### src/rtl/port_ingress_consts.svh
// Purpose: offsets, field positions, reset values of the ingress regs
// Assumes: register index times four gives the byte address
// Notes: definitions only
`ifndef PORT_INGRESS_CONSTS_SVH
`define PORT_INGRESS_CONSTS_SVH

// register indices
`define IDX_CLASSIFY_EN 12'h801
`define IDX_FRAME_CTRL 12'h802
`define IDX_AUTH_CTRL 12'h803
`define IDX_QUEUE_PTR 12'h804
`define IDX_PRIO_MAP 12'h808
`define IDX_DEF_TAG_PRIO 12'h840

// bus widths
`define ADDR_W 14
`define DATA_W 32

// classification enable fields
`define CLS_DSCP_BIT 1
`define CLS_DOT1P_BIT 2
`define CLS_VLAN_BIT 3

// frame control fields
`define FC_CEIL_BIT 7
`define FC_DROP_UNTAG_BIT 4
`define FC_DROP_TAG_BIT 3
`define FC_DEF_PRIO_MSB 2

// authentication control fields
`define AC_ACL_EN_BIT 2
`define AUTH_PASS 2'h0
`define AUTH_BLOCK 2'h1
`define AUTH_TRAP 2'h2

// pointer fields
`define PTR_PORT_LSB 16
`define PTR_PORT_MSB 18
`define PTR_QUEUE_MSB 1

// reset values
`define RST_CLASSIFY_EN 3'h0
`define RST_FRAME_CTRL 8'h00
`define RST_AUTH_MODE 2'h0
`define RST_PORT_IDX 3'h0
`define RST_QUEUE_PTR 2'h0
`define RST_PRIO_MAP 32'h33221100
`define RST_DEF_TAG_PRIO 3'h0

`endif

### src/rtl/port_ingress_pkg.sv
// Purpose: shared types of the ingress control block
// Assumes: constants live in port_ingress_consts.svh
// Notes: none
package port_ingress_pkg;
    typedef enum logic {BUS_IDLE, BUS_ACK} bus_state_t;
    typedef logic [2:0] prio_t;
    typedef logic [1:0] queue_t;
endpackage : port_ingress_pkg

### src/rtl/queue_map_lookup.sv
// Purpose: priority to queue lookup in the remap table
// Assumes: one nibble per priority, priority 7 on top
// Notes: upper two bits of each nibble are ignored
`timescale 1ns/1ps
module queue_map_lookup (
    // table
    input wire logic [31:0] mapTable,
    // lookup
    input wire port_ingress_pkg::prio_t prio,
    output port_ingress_pkg::queue_t queue
);
    import port_ingress_pkg::*;

    wire [4:0] nibbleBase = {prio, 2'b00};

    assign queue = mapTable[nibbleBase +: 2];
endmodule : queue_map_lookup

### src/rtl/port_ingress_classify_ctrl.sv
// Purpose: per-port ingress classify and filter control registers
// Assumes: Avalon-MM slave with waitrequest, byte addresses
// Notes: one frame decision per cycle, one cycle latency
//
// Function
// - ceiling set and tag priority above default tag: replace with default
// - discard-untagged set drops every frame without an 802.1Q tag
// - discard-tagged set drops every frame carrying an 802.1Q tag
// - no classifier enabled or hit: use 3-bit port default priority
// - read-only ACL enable flag at bit 2 of authentication control
// - mode 00 pass; with ACL, misses forward, hits take actions
// - mode 01 block; with ACL, misses blocked, hits take actions
// - mode 10 trap to host; with ACL, misses blocked, hits act
// - pointer bits 18:16 hold the 3-bit port index
// - pointer bits 1:0 hold the 2-bit queue pointer
// - priority p maps to queue via low two bits of nibble p
// - reset map: 0,1->q0; 2,3->q1; 4,5->q2; 6,7->q3
// - per-port enables for DSCP, 802.1p and VLAN classification
`timescale 1ns/1ps
`include "port_ingress_consts.svh"
module port_ingress_classify_ctrl (
    // clock and reset
    input wire logic core_clk,
    input wire logic arst_n,
    // avalon-mm slave
    input wire logic [`ADDR_W-1:0] address,
    input wire logic read,
    input wire logic write,
    input wire logic [3:0] byteenable,
    input wire logic [`DATA_W-1:0] writedata,
    output logic [`DATA_W-1:0] readdata,
    output logic waitrequest,
    // acl block status
    input wire logic aclEnable,
    // ingress frame descriptor
    input wire logic frmValid,
    input wire logic frmTagged,
    input wire port_ingress_pkg::prio_t frmUserPrio,
    input wire logic dscpHit,
    input wire port_ingress_pkg::prio_t dscpPrio,
    input wire logic vlanHit,
    input wire port_ingress_pkg::prio_t vlanPrio,
    input wire logic aclHit,
    // frame decision
    output logic decValid,
    output logic decDrop,
    output logic decToHost,
    output logic decAclApply,
    output port_ingress_pkg::prio_t decUserPrio,
    output port_ingress_pkg::prio_t decPrio,
    output port_ingress_pkg::queue_t decQueue,
    // indirect pointer
    output port_ingress_pkg::prio_t portIndex,
    output port_ingress_pkg::queue_t queuePtr
);
    import port_ingress_pkg::*;

    // register state
    bus_state_t busState_r;
    logic [`DATA_W-1:0] readData_r;
    logic [2:0] classifyEn_r;
    logic ceilEn_r;
    logic dropUntag_r;
    logic dropTag_r;
    prio_t defPrio_r;
    logic [1:0] authMode_r;
    prio_t portIdx_r;
    queue_t queuePtr_r;
    logic [31:0] prioMap_r;
    prio_t defTagPrio_r;

    // decision state
    logic decValid_r;
    logic decDrop_r;
    logic decToHost_r;
    logic decAclApply_r;
    prio_t decUserPrio_r;
    prio_t decPrio_r;
    queue_t decQueue_r;

    // frame control reset image
    localparam logic [7:0] frameCtrlReset = `RST_FRAME_CTRL;

    // address decode
    wire [11:0] wordIdx = address[`ADDR_W-1:2];
    wire hitCls = (wordIdx == `IDX_CLASSIFY_EN);
    wire hitFc = (wordIdx == `IDX_FRAME_CTRL);
    wire hitAc = (wordIdx == `IDX_AUTH_CTRL);
    wire hitPtr = (wordIdx == `IDX_QUEUE_PTR);
    wire hitMap = (wordIdx == `IDX_PRIO_MAP);
    wire hitDef = (wordIdx == `IDX_DEF_TAG_PRIO);

    // access completes on the second cycle of a request
    wire busReq = read | write;
    wire accDone = busReq & (busState_r == BUS_ACK);
    wire wrDone = write & accDone;
    wire rdTake = read & (busState_r == BUS_IDLE);
    wire be0 = byteenable[0];
    wire be2 = byteenable[2];

    assign waitrequest = busReq & (busState_r == BUS_IDLE);

    // write enables per field
    wire wrCls = wrDone & hitCls & be0;
    wire wrFc = wrDone & hitFc & be0;
    wire wrAc = wrDone & hitAc & be0;
    wire wrPtrPort = wrDone & hitPtr & be2;
    wire wrPtrQueue = wrDone & hitPtr & be0;
    wire wrDef = wrDone & hitDef & be0;
    wire [3:0] wrMapLane = {4{wrDone & hitMap}} & byteenable;

    // read values, reserved bits zero
    wire [7:0] clsVal = {4'h0, classifyEn_r, 1'b0};
    wire [7:0] fcVal = {ceilEn_r, 2'b00, dropUntag_r, dropTag_r,
        defPrio_r};
    wire [7:0] acVal = {5'h00, aclEnable, authMode_r};
    wire [31:0] ptrVal = {13'h0000, portIdx_r, 14'h0000,
        queuePtr_r};
    wire [31:0] mapVal = prioMap_r & 32'h33333333;
    wire [31:0] rdMux =
        hitCls ? {24'h000000, clsVal} :
        hitFc ? {24'h000000, fcVal} :
        hitAc ? {24'h000000, acVal} :
        hitPtr ? ptrVal :
        hitMap ? mapVal :
        hitDef ? {29'h00000000, defTagPrio_r} :
        32'h00000000;

    // bus handshake
    always_ff @(posedge core_clk or negedge arst_n) begin
        if (!arst_n) begin
            busState_r <= BUS_IDLE;
        end else if (busReq && busState_r == BUS_IDLE) begin
            busState_r <= BUS_ACK;
        end else begin
            busState_r <= BUS_IDLE;
        end
    end

    always_ff @(posedge core_clk or negedge arst_n) begin
        if (!arst_n) begin
            readData_r <= 32'h00000000;
        end else if (rdTake) begin
            readData_r <= rdMux;
        end
    end

    assign readdata = readData_r;

    // classification enables
    always_ff @(posedge core_clk or negedge arst_n) begin
        if (!arst_n) begin
            classifyEn_r <= `RST_CLASSIFY_EN;
        end else if (wrCls) begin
            classifyEn_r <= writedata[`CLS_VLAN_BIT:`CLS_DSCP_BIT];
        end
    end

    // frame control
    always_ff @(posedge core_clk or negedge arst_n) begin
        if (!arst_n) begin
            ceilEn_r <= frameCtrlReset[`FC_CEIL_BIT];
            dropUntag_r <= frameCtrlReset[`FC_DROP_UNTAG_BIT];
            dropTag_r <= frameCtrlReset[`FC_DROP_TAG_BIT];
            defPrio_r <= frameCtrlReset[`FC_DEF_PRIO_MSB:0];
        end else if (wrFc) begin
            ceilEn_r <= writedata[`FC_CEIL_BIT];
            dropUntag_r <= writedata[`FC_DROP_UNTAG_BIT];
            dropTag_r <= writedata[`FC_DROP_TAG_BIT];
            defPrio_r <= writedata[`FC_DEF_PRIO_MSB:0];
        end
    end

    // authentication mode
    always_ff @(posedge core_clk or negedge arst_n) begin
        if (!arst_n) begin
            authMode_r <= `RST_AUTH_MODE;
        end else if (wrAc) begin
            authMode_r <= writedata[1:0];
        end
    end

    // default tag priority
    always_ff @(posedge core_clk or negedge arst_n) begin
        if (!arst_n) begin
            defTagPrio_r <= `RST_DEF_TAG_PRIO;
        end else if (wrDef) begin
            defTagPrio_r <= writedata[2:0];
        end
    end

    // indirect pointer, port index
    always_ff @(posedge core_clk or negedge arst_n) begin
        if (!arst_n) begin
            portIdx_r <= `RST_PORT_IDX;
        end else if (wrPtrPort) begin
            portIdx_r <= writedata[`PTR_PORT_MSB:`PTR_PORT_LSB];
        end
    end

    // indirect pointer, queue
    always_ff @(posedge core_clk or negedge arst_n) begin
        if (!arst_n) begin
            queuePtr_r <= `RST_QUEUE_PTR;
        end else if (wrPtrQueue) begin
            queuePtr_r <= writedata[`PTR_QUEUE_MSB:0];
        end
    end

    assign portIndex = portIdx_r;
    assign queuePtr = queuePtr_r;

    // priority to queue table, byte lanes
    wire [31:0] mapWrMask = {{8{wrMapLane[3]}}, {8{wrMapLane[2]}},
        {8{wrMapLane[1]}}, {8{wrMapLane[0]}}} & 32'h33333333;

    always_ff @(posedge core_clk or negedge arst_n) begin
        if (!arst_n) begin
            prioMap_r <= `RST_PRIO_MAP;
        end else begin
            prioMap_r <= (prioMap_r & ~mapWrMask)
                | (writedata & mapWrMask);
        end
    end

    // user priority ceiling
    wire overCeil = frmTagged & (frmUserPrio > defTagPrio_r);
    wire prio_t userPrioOut = (ceilEn_r & overCeil) ? defTagPrio_r
        : frmUserPrio;

    // priority classification, dscp over 802.1p over vlan
    wire useDscp = classifyEn_r[0] & dscpHit;
    wire useDot1p = classifyEn_r[1] & frmTagged;
    wire useVlan = classifyEn_r[2] & vlanHit;
    wire prio_t prioSel =
        useDscp ? dscpPrio :
        useDot1p ? userPrioOut :
        useVlan ? vlanPrio :
        defPrio_r;

    queue_t queueSel;

    queue_map_lookup queue_map_lookup_i (
        .mapTable(prioMap_r),
        .prio(prioSel),
        .queue(queueSel)
    );

    // tag filtering
    wire untagDrop = dropUntag_r & ~frmTagged;
    wire taggedDrop = dropTag_r & frmTagged;
    wire tagDrop = untagDrop | taggedDrop;

    // authentication and acl outcome
    wire aclMiss = aclEnable & ~aclHit;
    wire aclAct = aclEnable & aclHit;
    wire authBlocked = (authMode_r == `AUTH_BLOCK)
        & (aclEnable ? aclMiss : 1'b1);
    wire trapMode = (authMode_r == `AUTH_TRAP);
    wire trapBlocked = trapMode & aclMiss;
    wire authDrop = authBlocked | trapBlocked;
    wire toHost = trapMode & ~aclMiss & ~aclAct;

    // decision register
    always_ff @(posedge core_clk or negedge arst_n) begin
        if (!arst_n) begin
            decValid_r <= 1'b0;
        end else begin
            decValid_r <= frmValid;
        end
    end

    always_ff @(posedge core_clk or negedge arst_n) begin
        if (!arst_n) begin
            decDrop_r <= 1'b0;
            decToHost_r <= 1'b0;
            decAclApply_r <= 1'b0;
        end else if (frmValid) begin
            decDrop_r <= tagDrop | authDrop;
            decToHost_r <= toHost;
            decAclApply_r <= aclAct;
        end
    end

    // decision priority and queue
    always_ff @(posedge core_clk or negedge arst_n) begin
        if (!arst_n) begin
            decUserPrio_r <= 3'h0;
            decPrio_r <= 3'h0;
            decQueue_r <= 2'h0;
        end else if (frmValid) begin
            decUserPrio_r <= userPrioOut;
            decPrio_r <= prioSel;
            decQueue_r <= queueSel;
        end
    end

    assign decValid = decValid_r;
    assign decDrop = decDrop_r;
    assign decToHost = decToHost_r;
    assign decAclApply = decAclApply_r;
    assign decUserPrio = decUserPrio_r;
    assign decPrio = decPrio_r;
    assign decQueue = decQueue_r;

endmodule : port_ingress_classify_ctrl

### config.mk
export PLATFORM = sky130hd
export DESIGN_NAME = port_ingress_classify_ctrl
export DESIGN_NICKNAME = d
export VERILOG_FILES = /design/src/rtl/port_ingress_pkg.sv /design/src/rtl/queue_map_lookup.sv /design/src/rtl/port_ingress_classify_ctrl.sv
export VERILOG_INCLUDE_DIRS = /design/src /design/src/rtl
export SDC_FILE = /design/constraint.sdc
export NUM_CORES = 1
export LEC_CHECK = 0
export BUFFER_PORTS_ARGS = -buffer_cell sky130_fd_sc_hd__buf_2
export CAP_MARGIN = 15
export CORE_MARGIN = 1.5
export CORE_UTILIZATION = 30
export CTS_BUF_LIST = sky130_fd_sc_hd__clkbuf_4 sky130_fd_sc_hd__clkbuf_8
export DETAILED_ROUTE_END_ITERATION = 8
export GPL_ROUTABILITY_DRIVEN = 0
export SLEW_MARGIN = 30
export SYNTH_ARGS = -nofsm -noshare
export SYNTH_HDL_FRONTEND = slang
export SYNTH_HIERARCHICAL = 1
export SYNTH_SLANG_ARGS = --single-unit
### constraint.sdc
create_clock -name core_clk -period 3.3 [get_ports core_clk]
set_clock_uncertainty 0.05 [all_clocks]
set_input_delay 0.165 -clock core_clk [delete_from_list [all_inputs] [get_ports core_clk]]
set_output_delay 0.165 -clock core_clk [all_outputs]
set_load 0.01 [all_outputs]
==> metrics.cfg, run 1 <==
[clock_tree]
clockBufferDepth = 2
cts_tree = done
clk_pin_slew_ps = 80
clkLatencyLatePin_ps = 340
clock_sinks = 68
numCtsBuffers = 9
cts-root-buf = clkbuf_8
htreeDepth = 3
cts_resized = 0

[worst_setup_path]
worstPathCellList = inv_1 -> ha_1 -> nor2_1 -> a31oi_1 -> nand4_1 -> mux2i_1 -> a21oi_1 -> buf_4 -> mux4_1 -> mux2_2 -> mux2_2
setup.worst_path.end_class = register
cp-endpoint = decQueue[1]
setup.worst_path.class = register to register
required_ps = 3480
cp_common_cell = mux2_2
path_max_fanout = 4
critPathLaunch = defTagPrio_r[2]
r2r_setup_slack_ps = 230
timing.rr.end = decQueue[1]
r2r-start = defTagPrio_r[2]
cp-start-kind = register
rr_worst_depth = 11
cp.arrival_ps = 3250
crit_path_max_incr_delay_ps = 560
critPathBufInv = 2
crit_slowest_cell = mux4_1
worstSetupPathDepth = 11
path_delay_family = multiplexers

[floorplan]
initial_core_util = 0.308
num_io_pins = 119
die-area_um2 = 12500
core_area_um2 = 11500
die_w_um = 112
die_h_um = 112
rows = 39

[yosys]
yosysSeqAreaShare = 0.484
synthArstFlopShare = 1.00
synth.cell_area_um2 = 3540
synth_cell_types = 50
syn_avg_cell_area_um2 = 11.0
ys_warn_count = 6
synthCells = 322
synth_flop_cell = dfrtp_1
synth_edf_count = 0
ys_ff_latch = 68

[final_layout]
final_nets = 498
fill_cells = 1115
fin_util = 0.385
final_cell_mix = buf_2, dfrtp_1, nand2_1, mux2_2, nor2_1
area_growth_pct = 24.8
mostFrequentLayoutCell = buf_2
insertedDiodeCount = 0
fin_area_um2 = 4420
drive_gt1_frac = 0.397

[global_route]
overflow = 0
grt_use_total = 0.161
antenna_found_initial = 0
grt_max_degree = 46
grt_pass1_vias = 3047
grt_pass1_wl_um = 15700

[route]
drc = 0
dr.pass1.iters = 4
drt-initial-drc-count = 116
wl_um = 9460
wl_per_cell_um = 16.5
antenna_left = 0
num_vias = 2827
via_per_inst = 4.93

[pwr]
p_leak_nw = 2.22
peakVddDrop_mv = 0.227
total_power_mw = 1.76
p_per_area_nw_per_um2 = 400

[sta]
tightest_slew_ps = 578
finalSetupTns_ps = 0
period_share = 0.931
fin_ws_ps = 228
rsz0062_at_grt = no
slew_violations = 0
hold_viol_final = 0
slew_headroom = 0.615
setup_viol = 0
period_needed_ps = 3070
fmax_ghz = 0.326

[placement]
numPortBuffers = 92
hpwl_um = 7230
dp_worst_setup_slack_ps = 262
placed_area_um2 = 4110

[min_path]
hold_class = input pin to register

[run_status]
status = completed

[flow_run]
cap_violations = 0

-- repair_timing --
action	4_1_cts	5_1_grt
hold buffers	9	0
hold endpoints to repair	50	0
buffers inserted	0	0
-- stage by stage --
stage / cells / hold slack [ps]
6_report: 574 / 12.1
5_1_grt: 574 / 2.55
4_1_cts: 574 / 0.122
3_5_place_dp: 549 / 155
3_3_place_gp: 549 / 335
2_1_floorplan: 333 / -181
-- layer usage --
metal	vias up	share of wire	global-route usage
li1	1339	-	-
met1	1367	0.46	0.209
met2	104	0.47	0.259
met3	17	0.058	0.0403
met4	0	0.019	0.0608
met5	-	0	0
-- cell type report --
class | count | area, um^2 | area share
clock buffer | 11 | 151 | 0.0343
clock inverter | 5 | 60.1 | 0.0136
inverter | 7 | 26.3 | 0.00595
multi-input combinational | 234 | 1700 | 0.384
sequential | 68 | 1710 | 0.388
tap | 143 | 179 | 0.0405
timing repair buffer | 106 | 591 | 0.134
-- worst reg2reg max path: stages, from the launching register on --
cell and delay (ps):
dfrtp_1 400, inv_1 80, ha_1 300, nor2_1 50, a31oi_1 130, nand4_1 220, mux2i_1 230, a21oi_1 210
buf_4 170, mux4_1 560, mux2_2 290, mux2_2 260
-- cells in the mapped netlist (2+ instances only) --
| cell | instances | area, um^2 |
|---|---|---|
| or3_1 | 2 | 12.5 |
| a22oi_1 | 3 | 22.5 |
| nor2_8 | 3 | 60.1 |
| o31ai_1 | 3 | 22.5 |
| o21ai_0 | 19 | 95.1 |
| nand3b_1 | 2 | 15.0 |
| clkbuf_1 | 7 | 26.3 |
| nor4_1 | 2 | 12.5 |
| nor2_1 | 20 | 75.1 |
| nor2b_1 | 3 | 18.8 |
| and3_1 | 2 | 12.5 |
| dfstp_2 | 8 | 210 |
| nand2_1 | 43 | 161 |
| inv_1 | 7 | 26.3 |
| mux4_1 | 4 | 105 |
| nor3_1 | 5 | 25.0 |
| mux2_4 | 12 | 180 |
| mux2i_1 | 7 | 70.1 |
| or2_2 | 2 | 12.5 |
| nand4_1 | 2 | 12.5 |
| and2_1 | 2 | 12.5 |
| a31oi_1 | 7 | 43.8 |
| mux2_2 | 27 | 304 |
| a211oi_1 | 2 | 15.0 |
| nand3_1 | 8 | 40.0 |
| ha_1 | 3 | 37.5 |
| buf_4 | 12 | 90.1 |
| a221oi_1 | 2 | 17.5 |
| a21oi_1 | 17 | 85.1 |
| nand2b_1 | 2 | 12.5 |
| o22a_1 | 3 | 26.3 |
| dfrtp_1 | 60 | 1500 |
| buf_2 | 2 | 10.0 |
| o22ai_1 | 3 | 18.8 |
-- how the worst min path moves through the flow --
stage / start / to / slack [ps] / cells after the start
global route: writedata[25] / register / 3 / 2
finish: writedata[12] / register / 10 / 2
CTS: writedata[25] / register / 0.1 / 2
detailed placement: arst_n / decUserPrio[1] / 160 / 1
global placement: arst_n / decUserPrio[1] / 330 / 1
floorplan: arst_n / async pin / -180 / 0
-- cell families after synthesis --
family          Yosys count  share of synthesized area
compound gates           63                      0.108
xor+xnor                  1                    0.00248
fa+ha+maj                 3                     0.0106
buf+inv                  31                     0.0488
flops                    68                      0.484
mux                      50                      0.186
other cells               1                    0.00106
simple gates            105                      0.158
-- power breakdown --
part           switching [mW]  total, mW  internal, mW
registers              0.0101      0.858         0.848
logic                   0.111      0.179        0.0679
clock network           0.336      0.728         0.392
Power figures use the tool's default switching activity.
==> run 2: changes to the inputs <==
Settings changed: CORE_ASPECT_RATIO set to 1.1, CTS_CLUSTER_SIZE set to 10.
==> run 2 against run 1 <==
  * Combinational power hardly changed
  * Non-clock buffer count up 2
  * Power up 6.1%
  * Worst setup slack worse by 15 ps
  * Maximum frequency down 0.48%
  * Largest power group unchanged
==> metrics.cfg, run 2 (synthesized netlist as in run 1, its figures left out) <==
[run_status]
status = completed

[global_route]
grt_use_met1 = 0.204
grtUsageMet2 = 0.258
grt_busiest_layer = met2
grt_max_degree = 29
overflow = 0
grtUsageMet3 = 0.0327
antenna_found_initial = 0
grt_use_total = 0.157
grt_pass1_wl_um = 14800
grt_pass1_vias = 2792

[worst_setup_path]
r2r_setup_slack_ps = 210
setup.worst_path.end_class = register
path_max_fanout = 4
setup.worst_path.class = register to register
cp-start-kind = register
required_ps = 3480
critPathLaunch = defTagPrio_r[2]
cp.arrival_ps = 3270
r2r-start = defTagPrio_r[2]

[sta]
slew_headroom = 0.360
fmax_ghz = 0.324
tightest_slew_ps = 959
rsz0062_at_grt = no
setup_viol = 0
slew_violations = 0
hold_viol_final = 0
period_needed_ps = 3090
finalSetupTns_ps = 0
period_share = 0.935

[pwr]
p_leak_nw = 2.24
p_per_area_nw_per_um2 = 419
total_power_mw = 1.87
peakVddDrop_mv = 0.206

[route]
drc = 0
wl_per_cell_um = 15.9
num_vias = 2838
dr.pass1.iters = 5
wl_um = 9240
antenna_left = 0
via_per_inst = 4.88
drt-initial-drc-count = 153

[final_layout]
drive_gt1_frac = 0.391
area_growth_pct = 26.4
mostFrequentLayoutCell = buf_2
insertedDiodeCount = 0
final_cell_mix = buf_2, dfrtp_1, nand2_1, mux2_2, nor2_1
final_nets = 500
fin_area_um2 = 4470

[floorplan]
die_h_um = 117
num_io_pins = 119
core_area_um2 = 11500
rows = 41
die_w_um = 107
die-area_um2 = 12500
initial_core_util = 0.308

[clock_tree]
numCtsBuffers = 9
clock_sinks = 68
clockBufferDepth = 2
cts_resized = 0
cts_tree = done
htreeDepth = 3
clk_pin_slew_ps = 70
cts-root-buf = clkbuf_8
clkLatencyLatePin_ps = 340

[min_path]
hp-start = writedata[29]
hold_class = input pin to register

[placement]
hpwl_um = 7050
numPortBuffers = 92
placed_area_um2 = 4110

[flow_run]
cap_violations = 0

[run 2: cell count changes in the layout (fill, tap and decap cells not counted), sizes merged]
| cell | before | now |
|---|---|---|
| dlygate4sd3 | 9 | 12 |
| clkbuf | 11 | 10 |
| buf | 97 | 96 |
| clkinvlp | 1 | 0 |
| clkinv | 3 | 2 |
| bufinv | 1 | 3 |
[run 2: timing repair]
| action | 4_1_cts | 5_1_grt |
|---|---|---|
| setup buffers | 0 | 0 |
| hold buffers | 12 | 0 |
| hold endpoints to repair | 30 | 0 |
[run 2: area by class of cell]
type / instances / area [um^2]
Sequential cell: 68 / 1710
Tap cell: 150 / 188
Clock inverter: 5 / 100
Multi-Input combinational cell: 234 / 1700
Inverter: 7 / 26.3
Fill cell: 1182 / 7020
Clock buffer: 10 / 138
Timing Repair Buffer: 108 / 611
[run 2: path summary, 6_finish.rpt]
kind                              endpoint  cells after the start
setup reg to reg               decQueue[1]                     11
min in group asynchronous     readdata[12]                      2
setup / recovery               decQueue[1]                     11
hold reg to reg                readdata[7]                      2
hold / removal                    register                      2
max in group asynchronous  defTagPrio_r[0]                      3
[run 2: power by group]
part	total [mW]	switching [mW]	leakage (nW)	internal, mW
clock network	0.835	0.319	0.122	0.516
registers	0.858	0.00962	0.887	0.848
logic	0.180	0.111	1.23	0.0698
[run 2: stage by stage]
step | std cells | setup WS, ps | utilization | hold slack (ps)
after floorplan | 333 | 485 | - | -181
after global placement | 555 | 331 | 0.358 | 152
after detailed placement | 555 | 227 | 0.358 | 164
after CTS | 582 | 222 | 0.389 | 0.0160
after global routing | 582 | 105 | 0.389 | 8.81
final | 582 | 214 | 0.389 | 17.7
[run 2: worst max-delay path, cell delays in order, from the launching register on]
cell and delay (ps):
dfrtp_1 390, inv_1 80, ha_1 300, nor2_1 50, a31oi_1 160, nand4_1 230
mux2i_1 230, a21oi_1 220, buf_4 170, mux4_1 570, mux2_2 290, mux2_2 260
[run 2: metal layers]
| metal | wire (um) | vias up | part of all wire |
|---|---|---|---|
| met1 | 4180 | 1384 | 0.45 |
| met3 | 448 | 14 | 0.048 |
| met2 | 4470 | 87 | 0.48 |
| met4 | 149 | 0 | 0.016 |
| li1 | - | 1353 | - |
| met5 | 0 | - | 0 |
